**config.mk**
```make
export PLATFORM = sky130hd
export DESIGN_NAME = gpio_wake_and_reset_out
export DESIGN_NICKNAME = d
export VERILOG_FILES = /design/src/gpio_wake_pkg.sv /design/src/gpio_wake_and_reset_out.sv /design/src/pin_sync.sv /design/src/wake_detect.sv
export SDC_FILE = /design/constraint.sdc
export NUM_CORES = 1
export LEC_CHECK = 0
export ABC_AREA = 1
export CORE_ASPECT_RATIO = 1.25
export CORE_UTILIZATION = 57
export CTS_CLUSTER_DIAMETER = 40
export DETAILED_ROUTE_END_ITERATION = 16
export DONT_BUFFER_PORTS = 1
export PLACE_DENSITY_LB_ADDON = 0.3
export SLEW_MARGIN = 30
export SYNTH_ARGS = -nofsm -noshare
export SYNTH_HDL_FRONTEND = slang
export SYNTH_SLANG_ARGS = --single-unit
```
**constraint.sdc**
```tcl
create_clock -name mclk -period 1.34 [get_ports mclk]
set_input_delay 0.268 -clock mclk [delete_from_list [all_inputs] [get_ports mclk]]
set_output_delay 0.268 -clock mclk [all_outputs]
set_load 0.01 [all_outputs]
```
**src/gpio_wake_pkg.sv**
```systemverilog
// constants, types and register map of the pin and wake block
//
// Overview of operation
// - general-purpose pins never enable an internal pull; undriven pins stay unpulled.
// - multifunction pin offers exactly three functions: gpio, sim switching, reset out.
// - sim switch setting written 1, then reboot, makes the multifunction pin do sim switching.
// - sim switch 0, pin config argument 4, then reboot gives general-purpose io.
// - sim switch 0, pin config argument 0, then reboot gives reset output.
// - reset-output mode drives the pin low during reset and power-up.
// - reset-output mode drives the pin high once power-on sequence is complete.
// - in deep power-off the reset output floats; board supplies any pull.
// - pins 28 to 31 act as gpio only after pin config enables them; the enable gates only their output drive, their inputs read at any time.
// - only five wake pins, terminal ready and card detect wake from sleep.
// - a general-purpose pin wakes the device only once enabled as wake source.
// - in sleep, any rising or falling edge on a monitored pin wakes.
// - deep low-power wakes: timer, four pins, two analog inputs, power key always.
// - deep sources act only in deep low-power; sleep pins only in sleep.
package gpio_wake_pkg;

    localparam int ADDR_W = 8;
    localparam int DATA_W = 32;
    localparam int GPIO_N = 10; // 0 multifunction, 1..5 wake a..e, 6..9 pins 28..31
    localparam int SYNC_N = 15;

    // register offsets
    localparam logic [7:0] OFS_CTRL = 8'h00;
    localparam logic [7:0] OFS_MF_CFG = 8'h04;
    localparam logic [7:0] OFS_DIR = 8'h08;
    localparam logic [7:0] OFS_OUT = 8'h0c;
    localparam logic [7:0] OFS_IN = 8'h10;
    localparam logic [7:0] OFS_EXT_EN = 8'h14;
    localparam logic [7:0] OFS_SLEEP_EN = 8'h18;
    localparam logic [7:0] OFS_DEEP_EN = 8'h1c;
    localparam logic [7:0] OFS_IRQ_STAT = 8'h20;
    localparam logic [7:0] OFS_IRQ_MASK = 8'h24;
    localparam logic [7:0] OFS_STATE = 8'h28;

    // field positions
    localparam int CTRL_SIM_SW_BIT = 0;
    localparam int CTRL_SIM_SEL_BIT = 1;
    localparam int IRQ_SLEEP_WAKE = 0;
    localparam int IRQ_DEEP_WAKE = 1;
    localparam int IRQ_CARD_IN = 2;
    localparam int IRQ_CARD_OUT = 3;
    localparam int IRQ_PWR_DONE = 4;
    localparam int IRQ_N = 5;

    // pin configuration arguments for the multifunction pin
    localparam logic [7:0] MF_ARG_GPIO = 8'h04;
    localparam logic [7:0] MF_ARG_RESET = 8'h00;

    // reset values
    localparam logic [7:0] MF_CFG_RST = 8'h00;
    localparam logic [GPIO_N-1:0] DIR_RST = 10'h000;
    localparam logic [GPIO_N-1:0] OUT_RST = 10'h000;
    localparam logic [3:0] EXT_EN_RST = 4'h0;
    localparam logic [4:0] SLEEP_EN_RST = 5'h00;
    localparam logic [6:0] DEEP_EN_RST = 7'h00;
    localparam logic [IRQ_N-1:0] IRQ_MASK_RST = 5'h00;

    typedef enum logic [1:0] {
        FUNC_GPIO,
        FUNC_SIM_SWITCH,
        FUNC_RESET_OUT
    } mf_func_t;

endpackage : gpio_wake_pkg

```
**src/gpio_wake_and_reset_out.sv**
```systemverilog
// multifunction pin, gpio bank and wake logic with register port
//
// Local design decisions: the plain strobed port and the placing of the registers.
`timescale 1ns/1ps
module gpio_wake_and_reset_out (
    input wire logic mclk,
    input wire logic arst_n,
    // register port
    input wire logic [gpio_wake_pkg::ADDR_W-1:0] reg_addr,
    input wire logic [gpio_wake_pkg::DATA_W-1:0] reg_wdata,
    input wire logic reg_wr,
    input wire logic reg_rd,
    output logic [gpio_wake_pkg::DATA_W-1:0] reg_rdata,
    // power manager, same clock domain
    input wire logic powerup_done,
    input wire logic soft_reboot,
    input wire logic sleep_state,
    input wire logic deep_lowpower_state,
    input wire logic deep_power_off_state,
    input wire logic timer_wake,
    // multifunction pin
    input wire logic multifunction_pin_i,
    output logic multifunction_pin_o,
    output logic multifunction_pin_oe,
    // wake pins a..e in bits 0..4
    input wire logic [4:0] wake_pin_i,
    output logic [4:0] wake_pin_o,
    output logic [4:0] wake_pin_oe,
    // pins 28..31 in bits 0..3
    input wire logic [3:0] ext_pin_i,
    output logic [3:0] ext_pin_o,
    output logic [3:0] ext_pin_oe,
    // other wake inputs from pins
    input wire logic terminal_ready_in,
    input wire logic card_detect_in,
    input wire logic analog_wake_a,
    input wire logic analog_wake_b,
    input wire logic power_key_n,
    // results
    output logic sleep_wake_req,
    output logic deep_wake_req,
    output logic irq
);
    import gpio_wake_pkg::*;

    // ****************************************************************
    // registers and state
    // ****************************************************************
    logic sim_sw_q;
    logic sim_sel_q;
    logic [7:0] mf_cfg_q;
    mf_func_t active_q;
    logic [GPIO_N-1:0] dir_q;
    logic [GPIO_N-1:0] out_q;
    logic [3:0] ext_en_q;
    logic [4:0] sleep_en_q;
    logic [6:0] deep_en_q;
    logic [IRQ_N-1:0] stat_q;
    logic [IRQ_N-1:0] stat_d;
    logic [IRQ_N-1:0] mask_q;
    logic [DATA_W-1:0] rdata_q;
    logic pwr_done_q;
    logic card_prev_q;
    logic mf_o_q;
    logic mf_oe_q;
    logic [4:0] wk_o_q;
    logic [4:0] wk_oe_q;
    logic [3:0] ext_o_q;
    logic [3:0] ext_oe_q;
    logic irq_q;

    // ****************************************************************
    // input synchronisation
    // ****************************************************************
    logic [SYNC_N-1:0] sync_w;

    // every pin passes two flops before use
    pin_sync #(
        .W(SYNC_N)
    ) u_sync (
        .mclk(mclk),
        .arst_n(arst_n),
        .async_i({~power_key_n, analog_wake_b, analog_wake_a, card_detect_in,
                  terminal_ready_in, ext_pin_i, wake_pin_i,
                  multifunction_pin_i}),
        .sync_o(sync_w)
    );

    wire mf_s = sync_w[0];
    wire [4:0] wk_s = sync_w[5:1];
    wire [3:0] ext_s = sync_w[9:6];
    wire term_s = sync_w[10];
    wire card_s = sync_w[11];
    wire adc_a_s = sync_w[12];
    wire adc_b_s = sync_w[13];
    wire pkey_s = sync_w[14]; // pressed level, idles low like reset
    wire [GPIO_N-1:0] gpio_in_w = {ext_s, wk_s, mf_s};

    // ****************************************************************
    // address decode
    // ****************************************************************
    wire wr_ctrl = reg_wr & (reg_addr == OFS_CTRL);
    wire wr_mf = reg_wr & (reg_addr == OFS_MF_CFG);
    wire wr_dir = reg_wr & (reg_addr == OFS_DIR);
    wire wr_out = reg_wr & (reg_addr == OFS_OUT);
    wire wr_ext = reg_wr & (reg_addr == OFS_EXT_EN);
    wire wr_sleep = reg_wr & (reg_addr == OFS_SLEEP_EN);
    wire wr_deep = reg_wr & (reg_addr == OFS_DEEP_EN);
    wire wr_mask = reg_wr & (reg_addr == OFS_IRQ_MASK);
    wire rd_stat = reg_rd & (reg_addr == OFS_IRQ_STAT);

    // ****************************************************************
    // multifunction selection
    // ****************************************************************
    // sim switching overrides the pin configuration argument
    mf_func_t sel_w;
    always_comb begin
        if (sim_sw_q) begin
            sel_w = FUNC_SIM_SWITCH;
        end else if (mf_cfg_q == MF_ARG_GPIO) begin
            sel_w = FUNC_GPIO;
        end else begin
            sel_w = FUNC_RESET_OUT;
        end
    end

    // only the two documented arguments are accepted
    wire mf_arg_ok = (reg_wdata[7:0] == MF_ARG_GPIO) |
                     (reg_wdata[7:0] == MF_ARG_RESET);

    // ****************************************************************
    // wake detection
    // ****************************************************************
    logic sleep_flag_w;
    logic sleep_req_w;
    logic deep_flag_w;
    logic deep_req_w;

    // sleep sources: five pins, terminal ready, card detect
    wake_detect #(
        .W(7)
    ) u_sleep_wake (
        .mclk(mclk),
        .arst_n(arst_n),
        .sig_i({card_s, term_s, wk_s}),
        .en_i({2'b11, sleep_en_q}),
        .armed_i(sleep_state),
        .flag_o(sleep_flag_w),
        .req_o(sleep_req_w)
    );

    // deep sources: timer, pins a c d e, two analog, power key
    wake_detect #(
        .W(8)
    ) u_deep_wake (
        .mclk(mclk),
        .arst_n(arst_n),
        .sig_i({pkey_s, adc_b_s, adc_a_s, wk_s[4], wk_s[3], wk_s[2],
                wk_s[0], timer_wake}),
        .en_i({1'b1, deep_en_q}),
        .armed_i(deep_lowpower_state),
        .flag_o(deep_flag_w),
        .req_o(deep_req_w)
    );

    // ****************************************************************
    // interrupt status
    // ****************************************************************
    // card detect rises on insertion, falls on removal
    wire card_in_ev = card_s & ~card_prev_q;
    wire card_out_ev = ~card_s & card_prev_q;
    wire pwr_done_ev = powerup_done & ~pwr_done_q;
    wire [IRQ_N-1:0] ev_w = {pwr_done_ev, card_out_ev, card_in_ev,
                             deep_req_w, sleep_req_w};

    // read clears, a new event in the same cycle wins
    always_comb begin
        stat_d = rd_stat ? ev_w : (stat_q | ev_w);
    end

    // ****************************************************************
    // pin drive
    // ****************************************************************
    // no pull is ever enabled; an undriven pin simply floats
    logic mf_o_d;
    logic mf_oe_d;
    always_comb begin
        case (active_q)
            FUNC_GPIO: begin
                mf_o_d = out_q[0];
                mf_oe_d = dir_q[0];
            end
            FUNC_SIM_SWITCH: begin
                mf_o_d = sim_sel_q;
                mf_oe_d = 1'b1;
            end
            FUNC_RESET_OUT: begin
                mf_o_d = powerup_done;
                mf_oe_d = 1'b1;
            end
            default: begin
                mf_o_d = 1'b0;
                mf_oe_d = 1'b0;
            end
        endcase
    end

    // deep power-off releases every pin, reset output included
    wire drive_ok = ~deep_power_off_state;
    wire [3:0] ext_oe_d = dir_q[9:6] & ext_en_q;

    // ****************************************************************
    // read mux
    // ****************************************************************
    logic [DATA_W-1:0] rmux_w;
    always_comb begin
        case (reg_addr)
            OFS_CTRL: rmux_w = {30'h0, sim_sel_q, sim_sw_q};
            OFS_MF_CFG: rmux_w = {22'h0, active_q, mf_cfg_q};
            OFS_DIR: rmux_w = {22'h0, dir_q};
            OFS_OUT: rmux_w = {22'h0, out_q};
            OFS_IN: rmux_w = {22'h0, gpio_in_w};
            OFS_EXT_EN: rmux_w = {28'h0, ext_en_q};
            OFS_SLEEP_EN: rmux_w = {27'h0, sleep_en_q};
            OFS_DEEP_EN: rmux_w = {25'h0, deep_en_q};
            OFS_IRQ_STAT: rmux_w = {27'h0, stat_q};
            OFS_IRQ_MASK: rmux_w = {27'h0, mask_q};
            OFS_STATE: rmux_w = {26'h0, deep_flag_w, sleep_flag_w,
                                 powerup_done, sel_w, pwr_done_q};
            default: rmux_w = 32'h0000_0000;
        endcase
    end

    // ****************************************************************
    // configuration registers
    // ****************************************************************
    // software settings
    always_ff @(posedge mclk or negedge arst_n) begin
        if (!arst_n) begin
            sim_sw_q <= 1'b0;
            sim_sel_q <= 1'b0;
            mf_cfg_q <= MF_CFG_RST;
            dir_q <= DIR_RST;
            out_q <= OUT_RST;
            ext_en_q <= EXT_EN_RST;
            sleep_en_q <= SLEEP_EN_RST;
            deep_en_q <= DEEP_EN_RST;
            mask_q <= IRQ_MASK_RST;
        end else begin
            if (wr_ctrl) begin
                sim_sw_q <= reg_wdata[CTRL_SIM_SW_BIT];
                sim_sel_q <= reg_wdata[CTRL_SIM_SEL_BIT];
            end
            if (wr_mf && mf_arg_ok) begin
                mf_cfg_q <= reg_wdata[7:0];
            end
            if (wr_dir) begin
                dir_q <= reg_wdata[GPIO_N-1:0];
            end
            if (wr_out) begin
                out_q <= reg_wdata[GPIO_N-1:0];
            end
            if (wr_ext) begin
                ext_en_q <= reg_wdata[3:0];
            end
            if (wr_sleep) begin
                sleep_en_q <= reg_wdata[4:0];
            end
            if (wr_deep) begin
                deep_en_q <= reg_wdata[6:0];
            end
            if (wr_mask) begin
                mask_q <= reg_wdata[IRQ_N-1:0];
            end
        end
    end

    // active function changes only on reboot
    always_ff @(posedge mclk or negedge arst_n) begin
        if (!arst_n) begin
            active_q <= FUNC_RESET_OUT;
        end else if (soft_reboot) begin
            active_q <= sel_w;
        end
    end

    // status, edge history, read data, interrupt
    always_ff @(posedge mclk or negedge arst_n) begin
        if (!arst_n) begin
            stat_q <= '0;
            card_prev_q <= 1'b0;
            pwr_done_q <= 1'b0;
            rdata_q <= '0;
            irq_q <= 1'b0;
        end else begin
            stat_q <= stat_d;
            card_prev_q <= card_s;
            pwr_done_q <= powerup_done;
            rdata_q <= reg_rd ? rmux_w : 32'h0000_0000;
            irq_q <= |(stat_d & mask_q);
        end
    end

    // pin output flops; reset holds the reset output low
    always_ff @(posedge mclk or negedge arst_n) begin
        if (!arst_n) begin
            mf_o_q <= 1'b0;
            mf_oe_q <= 1'b1;
            wk_o_q <= '0;
            wk_oe_q <= '0;
            ext_o_q <= '0;
            ext_oe_q <= '0;
        end else begin
            mf_o_q <= mf_o_d;
            mf_oe_q <= mf_oe_d & drive_ok;
            wk_o_q <= out_q[5:1];
            wk_oe_q <= dir_q[5:1] & {5{drive_ok}};
            ext_o_q <= out_q[9:6];
            ext_oe_q <= ext_oe_d & {4{drive_ok}};
        end
    end

    // ****************************************************************
    // outputs
    // ****************************************************************
    assign reg_rdata = rdata_q;
    assign multifunction_pin_o = mf_o_q;
    assign multifunction_pin_oe = mf_oe_q;
    assign wake_pin_o = wk_o_q;
    assign wake_pin_oe = wk_oe_q;
    assign ext_pin_o = ext_o_q;
    assign ext_pin_oe = ext_oe_q;
    assign sleep_wake_req = sleep_req_w;
    assign deep_wake_req = deep_req_w;
    assign irq = irq_q;

endmodule : gpio_wake_and_reset_out

```
**src/pin_sync.sv**
```systemverilog
// two-stage synchroniser for pin inputs
`timescale 1ns/1ps
module pin_sync #(
    parameter int W = 1
) (
    input wire logic mclk,
    input wire logic arst_n,
    input wire logic [W-1:0] async_i,
    output logic [W-1:0] sync_o
);
    logic [W-1:0] meta_q;
    logic [W-1:0] sync_q;

    // first stage feeds only the second
    always_ff @(posedge mclk or negedge arst_n) begin
        if (!arst_n) begin
            meta_q <= '0;
            sync_q <= '0;
        end else begin
            meta_q <= async_i;
            sync_q <= meta_q;
        end
    end

    assign sync_o = sync_q;
endmodule : pin_sync

```
**src/wake_detect.sv**
```systemverilog
// transition detector with latched wake flag and single request pulse
`timescale 1ns/1ps
module wake_detect #(
    parameter int W = 1
) (
    input wire logic mclk,
    input wire logic arst_n,
    input wire logic [W-1:0] sig_i,
    input wire logic [W-1:0] en_i,
    input wire logic armed_i,
    output logic flag_o,
    output logic req_o
);
    logic [W-1:0] prev_q;
    logic flag_q;
    logic req_q;
    wire hit = armed_i & (|((sig_i ^ prev_q) & en_i));

    // flag holds while armed, drops once the state is left
    always_ff @(posedge mclk or negedge arst_n) begin
        if (!arst_n) begin
            prev_q <= '0;
            flag_q <= 1'b0;
            req_q <= 1'b0;
        end else begin
            prev_q <= sig_i;
            flag_q <= armed_i & (flag_q | hit);
            req_q <= hit & ~flag_q;
        end
    end

    assign flag_o = flag_q;
    assign req_o = req_q;
endmodule : wake_detect

```
After elaboration in Yosys (flattened, before gate mapping) --
Cells that the tools add are included.
Cells by class: equal/unequal tests 14, reduce and logical (&&, ||, !) cells 8, mux-type cells 7, bitwise operators 38
Operators by type and width (number):
- 10-bit one-hot mux with 11 select lines | 1
- 8-bit by 5-bit equality test with 1-bit output, second input constant | 4
- 32-bit 2-to-1 mux | 1
- 8-bit by 3-bit equality test with 1-bit output, second input constant | 3
- 8-bit by 6-bit equality test with 1-bit output, second input constant | 3
- 1-bit bitwise AND | 19
- 8-bit by 4-bit equality test with 1-bit output, second input constant | 2
- 8-bit zero test | 2
- 5-bit bitwise AND | 2
- 4-bit bitwise AND | 2
- 8-bit bitwise AND | 1
- 8-bit OR reduction | 1
- 8-bit XOR | 1
- 7-bit bitwise AND | 1
- 1-bit NOT | 7
- 7-bit OR reduction | 1
- 7-bit XOR | 1
- 5-bit 2-to-1 mux | 1
- 5-bit OR | 1
- 5-bit OR reduction | 1
- 2-bit 2-to-1 mux | 2
- 1-bit OR | 3
- 1-bit one-hot mux with 3 select lines | 1
- 2-bit by 1-bit equality test with 1-bit output, second input constant | 1
- other kinds (5) | 5
Word-level totals: output and inout bits 55, register bits after elaboration 162, input port bits 65, word-level logic and storage cells 96

Logic depth before layout (Yosys ltp) --
depth after elaboration 6, gate-level depth with buffers 11, depth with buffers taken out 11

By module --
A second synthesis with hierarchy kept.
Second synthesis, totals: cells, all modules 662, area, all modules 6017.0 um^2
By module, submodules not included:
- gpio_wake_and_reset_out | area each 4390.5 um^2, times used 1, cells each 516, sequential area each 2279.7 um^2
- pin_sync | area each 750.7 um^2, times used 1, cells each 30, sequential area each 750.7 um^2
- wake_detect at u_deep_wake | area each 462.9 um^2, times used 1, cells each 62, sequential area each 250.2 um^2
- wake_detect at u_sleep_wake | area each 412.9 um^2, times used 1, cells each 54, sequential area each 225.2 um^2

Worst setup path after synthesis --
Ideal clock, no wire load.
path kind reg2reg, start point register active_q[1], end point register mf_oe_q, in the netlist multifunction_pin_oe, cell stages (with the launch flop) 6, path buffers 0, period minus slack after synthesis 1279 ps, slack 61 ps, required time 1281 ps, setup time 59 ps, data arrival time 1220 ps, cells stage by stage dfstp_2 inv_1 ha_1 a21oi_1 or3_1 inv_1
Between the ends: longest elaborated chain between the ends 4, elaborated cells between the ends (all ways) 6, classes of those cells eq/ne: 2; mux: 1; bitwise: 1; reduce/logical: 2
RTL lines:
- start, declared | line gpio_wake_and_reset_out.sv:52 | mf_func_t active_q;
- start signal, assigned | line gpio_wake_and_reset_out.sv:283 | active_q <= sel_w;
- 2-bit equality test / 2-bit by 1-bit equality test with 1-bit output (equally long branches) | line gpio_wake_and_reset_out.sv:188 | case (active_q)
- 2-bit OR reduction (no source line)
- 1-bit one-hot mux with 2 select lines (*) | line gpio_wake_and_reset_out.sv:188
- 1-bit bitwise AND (*) | line gpio_wake_and_reset_out.sv:315 | mf_oe_q <= mf_oe_d & drive_ok;
- end signal, assigned | line gpio_wake_and_reset_out.sv:315
- end, declared | line gpio_wake_and_reset_out.sv:65 | logic mf_oe_q;
Mark *: on every way between the ends. The rest lies on a longest branch, timed or not. A chain may end at the register's enable or synchronous reset.

Worst setup path in the final report --
Same ends and word-level chain as after synthesis.

==> flow_metrics.env <==
export IMPL_grt_max_degree=136
export IMPL_finalCriticalPeriod_ns=1.321
export IMPL_power_total_mw=9.615
export IMPL_synth_top_area_frac=0.5840
export IMPL_dpl_hpwl_microns=9414
export IMPL_worstSetupStartpoint="active_q[1]"
export IMPL_cts_hold_buf=27
export IMPL_grt_total_usage=0.2824
export IMPL_power_leakage_nw=3.475
export IMPL_drive_gt1_frac=0.1471
export IMPL_place_ws_ns=-0.07859
export IMPL_grt_pass1_vias=4316
export IMPL_fin_ws_ns=0.01943
export IMPL_reg2regPathDepth=5
export IMPL_areaGrowthSynthToFinish_pct=21.25
export IMPL_syn_area_sq_mm=0.005699
export IMPL_h_tree_depth=4
export IMPL_hold_violations=135
export IMPL_rows=40
export IMPL_yosys_area_share_simple=0.2162
export IMPL_grt_pass1_wl_microns=21690
export IMPL_clock_fmax_ghz=0.7573
export IMPL_die_h_microns=113.8
export IMPL_gp_congestion=0.8693
export IMPL_postCtsSetupRepairBufs=0
export IMPL_maxCapViolCount=0
export IMPL_failed_checks="negative hold slack"
export IMPL_wl_met2_microns=6995
export IMPL_netlist_instances=618
export IMPL_ioPinCount=120
export IMPL_final_common_cell="nand2_1"
export IMPL_placed_area_sq_mm=0.005997
export IMPL_slew_violations=0
export IMPL_holdWs_ns=-0.4522
export IMPL_yosys_warnings=0
export IMPL_fin_skew_ns=0.005829
export IMPL_drc=0
export IMPL_cpPeakStageDelay_ns=0.56
export IMPL_r2r_end="multifunction_pin_oe"
export IMPL_cts_inserted_buffers=17
export IMPL_crit_path_end_kind="flop"
export IMPL_io_buffers=0
export IMPL_synth_distinct_cells=33
export IMPL_top_layer="met4"
export IMPL_via_count=4364
export IMPL_cp_max_fo=4
export IMPL_synth_top_area_cell="dfrtp_1"
export IMPL_antenna_cells=0
export IMPL_tns_ns=0
export IMPL_clk_pin_slew_ns=0.06
export IMPL_period_share=0.9855
export IMPL_first_iter_violations=383
export IMPL_wl_per_cell_microns=16.63
export IMPL_regToRegSetupSlack_ns=0.02
export IMPL_fp_coreArea_sq_mm=0.009659
export IMPL_crit_required_ns=1.70
export IMPL_layout_common_cells="139 x nand2_1, 133 x dfrtp_1, 76 x inv_1"
export IMPL_cts_tree="done"
export IMPL_synthTopCellsByArea="dfrtp_1 58%, nand2_1 9.2%, inv_1 5.1%"
export IMPL_rsz0062_at_grt="true"
export IMPL_antenna_found_initial=0
export IMPL_synth_compound_area_frac=0.07355
export IMPL_seqCellArea_sq_mm=0.003381
export IMPL_cp_arrival_ns=1.68
export IMPL_crit_path_top_delay_cell="dfstp_2"
export IMPL_chipWidth_microns=91.44
export IMPL_ir_worst_vdd_uv=1120
export IMPL_met3_length_microns=807
export IMPL_antenna_left=0
export IMPL_power_density_mw_per_mm2=1391
export IMPL_cts_sinks=135
export IMPL_layout_nets=758
export IMPL_yosysSeqAreaShare=0.5932
export IMPL_synthXorXnorAreaFrac=0.009221
export IMPL_design_area_sq_mm=0.006910
export IMPL_synth_edf_count=0
export IMPL_rr_startpoint="active_q[1]"
export IMPL_cts_root_buf="clkbuf_16"
export IMPL_drt_wl_total_microns=13730
export IMPL_vias_per_cell=5.283
export IMPL_clk_path_buf_depth=2
export IMPL_initial_core_util=0.5900
export IMPL_postSynthAreaPerCell_sq_um=9.222
export IMPL_synthAdderAreaFrac=0.01317
export IMPL_status="complete, but fails checks"
export IMPL_nFillCells=693
export IMPL_multi_input_area_sq_mm=0.001898
export IMPL_ys_async_sr_fraction=1.000
export IMPL_drtPass1Iterations=5
export IMPL_clk_latency_ns=0.42
export IMPL_path_class="flop to flop"
export IMPL_wl_met1_microns=5503
export IMPL_overflow=0
export IMPL_yosys_most_used_dff="dfrtp_1"
export IMPL_die_area_sq_mm=0.01040
export IMPL_finalSetupViolCount=0
export IMPL_ys_ff_latch=135
export IMPL_path_cells="inv_2, ha_4, a21oi_2, or3_1, inv_1"
export IMPL_synth_mux_area_frac=0
export IMPL_start_kind="flop"
export IMPL_hold_path_class="primary input to async pin"
export IMPL_synth_top_family_by_area="simple AND/OR/NAND/NOR gates"
export IMPL_post_route_util=0.7154
==> cell usage after synthesis, types with 2 or more instances <==
library cell / n
a21oi_1: 7
buf_2: 4
buf_4: 23
buf_6: 2
dfrtp_1: 133
dfstp_2: 2
ha_1: 6
inv_1: 77
inv_2: 6
nand2_1: 139
nand2_2: 7
nand3_1: 46
nand3_2: 2
nor2_1: 57
nor2_2: 8
nor2_4: 5
nor3_1: 7
o21a_1: 4
o21ai_0: 44
o21ai_1: 21
o22ai_1: 2
xnor2_1: 3
xor2_1: 3
==> metrics by stage <==
stage | instances | hold slack, ns
final | 826 | -0.4522
after global routing | 826 | -0.4653
after CTS | 826 | -0.4603
after detailed placement | 767 | -0.02405
after global placement | 767 | -0.02439
after floorplan | 639 | -0.02759
==> flip-flops by register name (all words and copies together), names as in the netlist, 7 cells and up <==
signal              count
u_deep_wake.prev_q      8
deep_en_q               7
out_q                  10
reg_rdata              10
dir_q                  10
u_sync.meta_q          15
mf_cfg_q                8
u_sync.sync_o          15
==> per-layer routing <==
layer / GRT usage / vias up
li1: - / 2036
met1: 0.3516 / 2108
met2: 0.4722 / 180
met3: 0.07267 / 40
met4: 0.1153 / 0
met5: 0 / -
==> area by class of cell <==
cell class,count,share of cell area
sequential,135,0.4892
multi-input combinational,390,0.2747
timing repair buffer,60,0.08039
clock buffer,21,0.06663
inverter,83,0.04508
tap,126,0.02281
clock inverter,11,0.02118
==> how the worst max path moves through the flow <==
stage | slack (ns) | endpoint | depth (start not counted)
2_1_floorplan | 0.06 | multifunction_pin_oe | 5
3_3_place_gp | -0.05 | reg_rdata[2] | 11
3_5_place_dp | -0.08 | reg_rdata[3] | 11
4_1_cts | 0.006 | multifunction_pin_oe | 5
5_1_grt | -0.05 | multifunction_pin_oe | 5
6_report | 0.02 | multifunction_pin_oe | 5
==> power breakdown <==
part / switching (mW) / leakage, nW / internal, mW
clock network: 1.69 / 0.293 / 3.02
logic: 0.293 / 1.53 / 0.215
registers: 0.132 / 1.65 / 4.27
==> worst max-delay path, delay by kind of cell, from the launching register on <==
| kind | cells | cell delay, ns |
|---|---|---|
| flops | 1 | 0.56 |
| compound gates | 1 | 0.03 |
| simple gates | 1 | 0.30 |
| buf+inv | 2 | 0.12 |
| fa+ha+maj | 1 | 0.26 |
==> repair_timing <==
action,CTS,global route
gates resized for setup,0,7
endpoints found under the hold margin,182,135
endpoints found under the setup margin,0,4
==> kinds of logic (layout without fill, tap and decap cells) <==
| logic type | count (synthesis) | after routing |
|---|---|---|
| AO/OA/AOI/OAI | 80 | 80 |
| XOR/XNOR | 6 | 6 |
| AND/OR/NAND/NOR | 276 | 276 |
| flip-flops | 135 | 135 |
| adder cells (fa/ha/maj) | 6 | 6 |
| other | 1 | 22 |
| buffers and inverters | 114 | 175 |
Note: power is estimated with default switching activity, not from simulation.
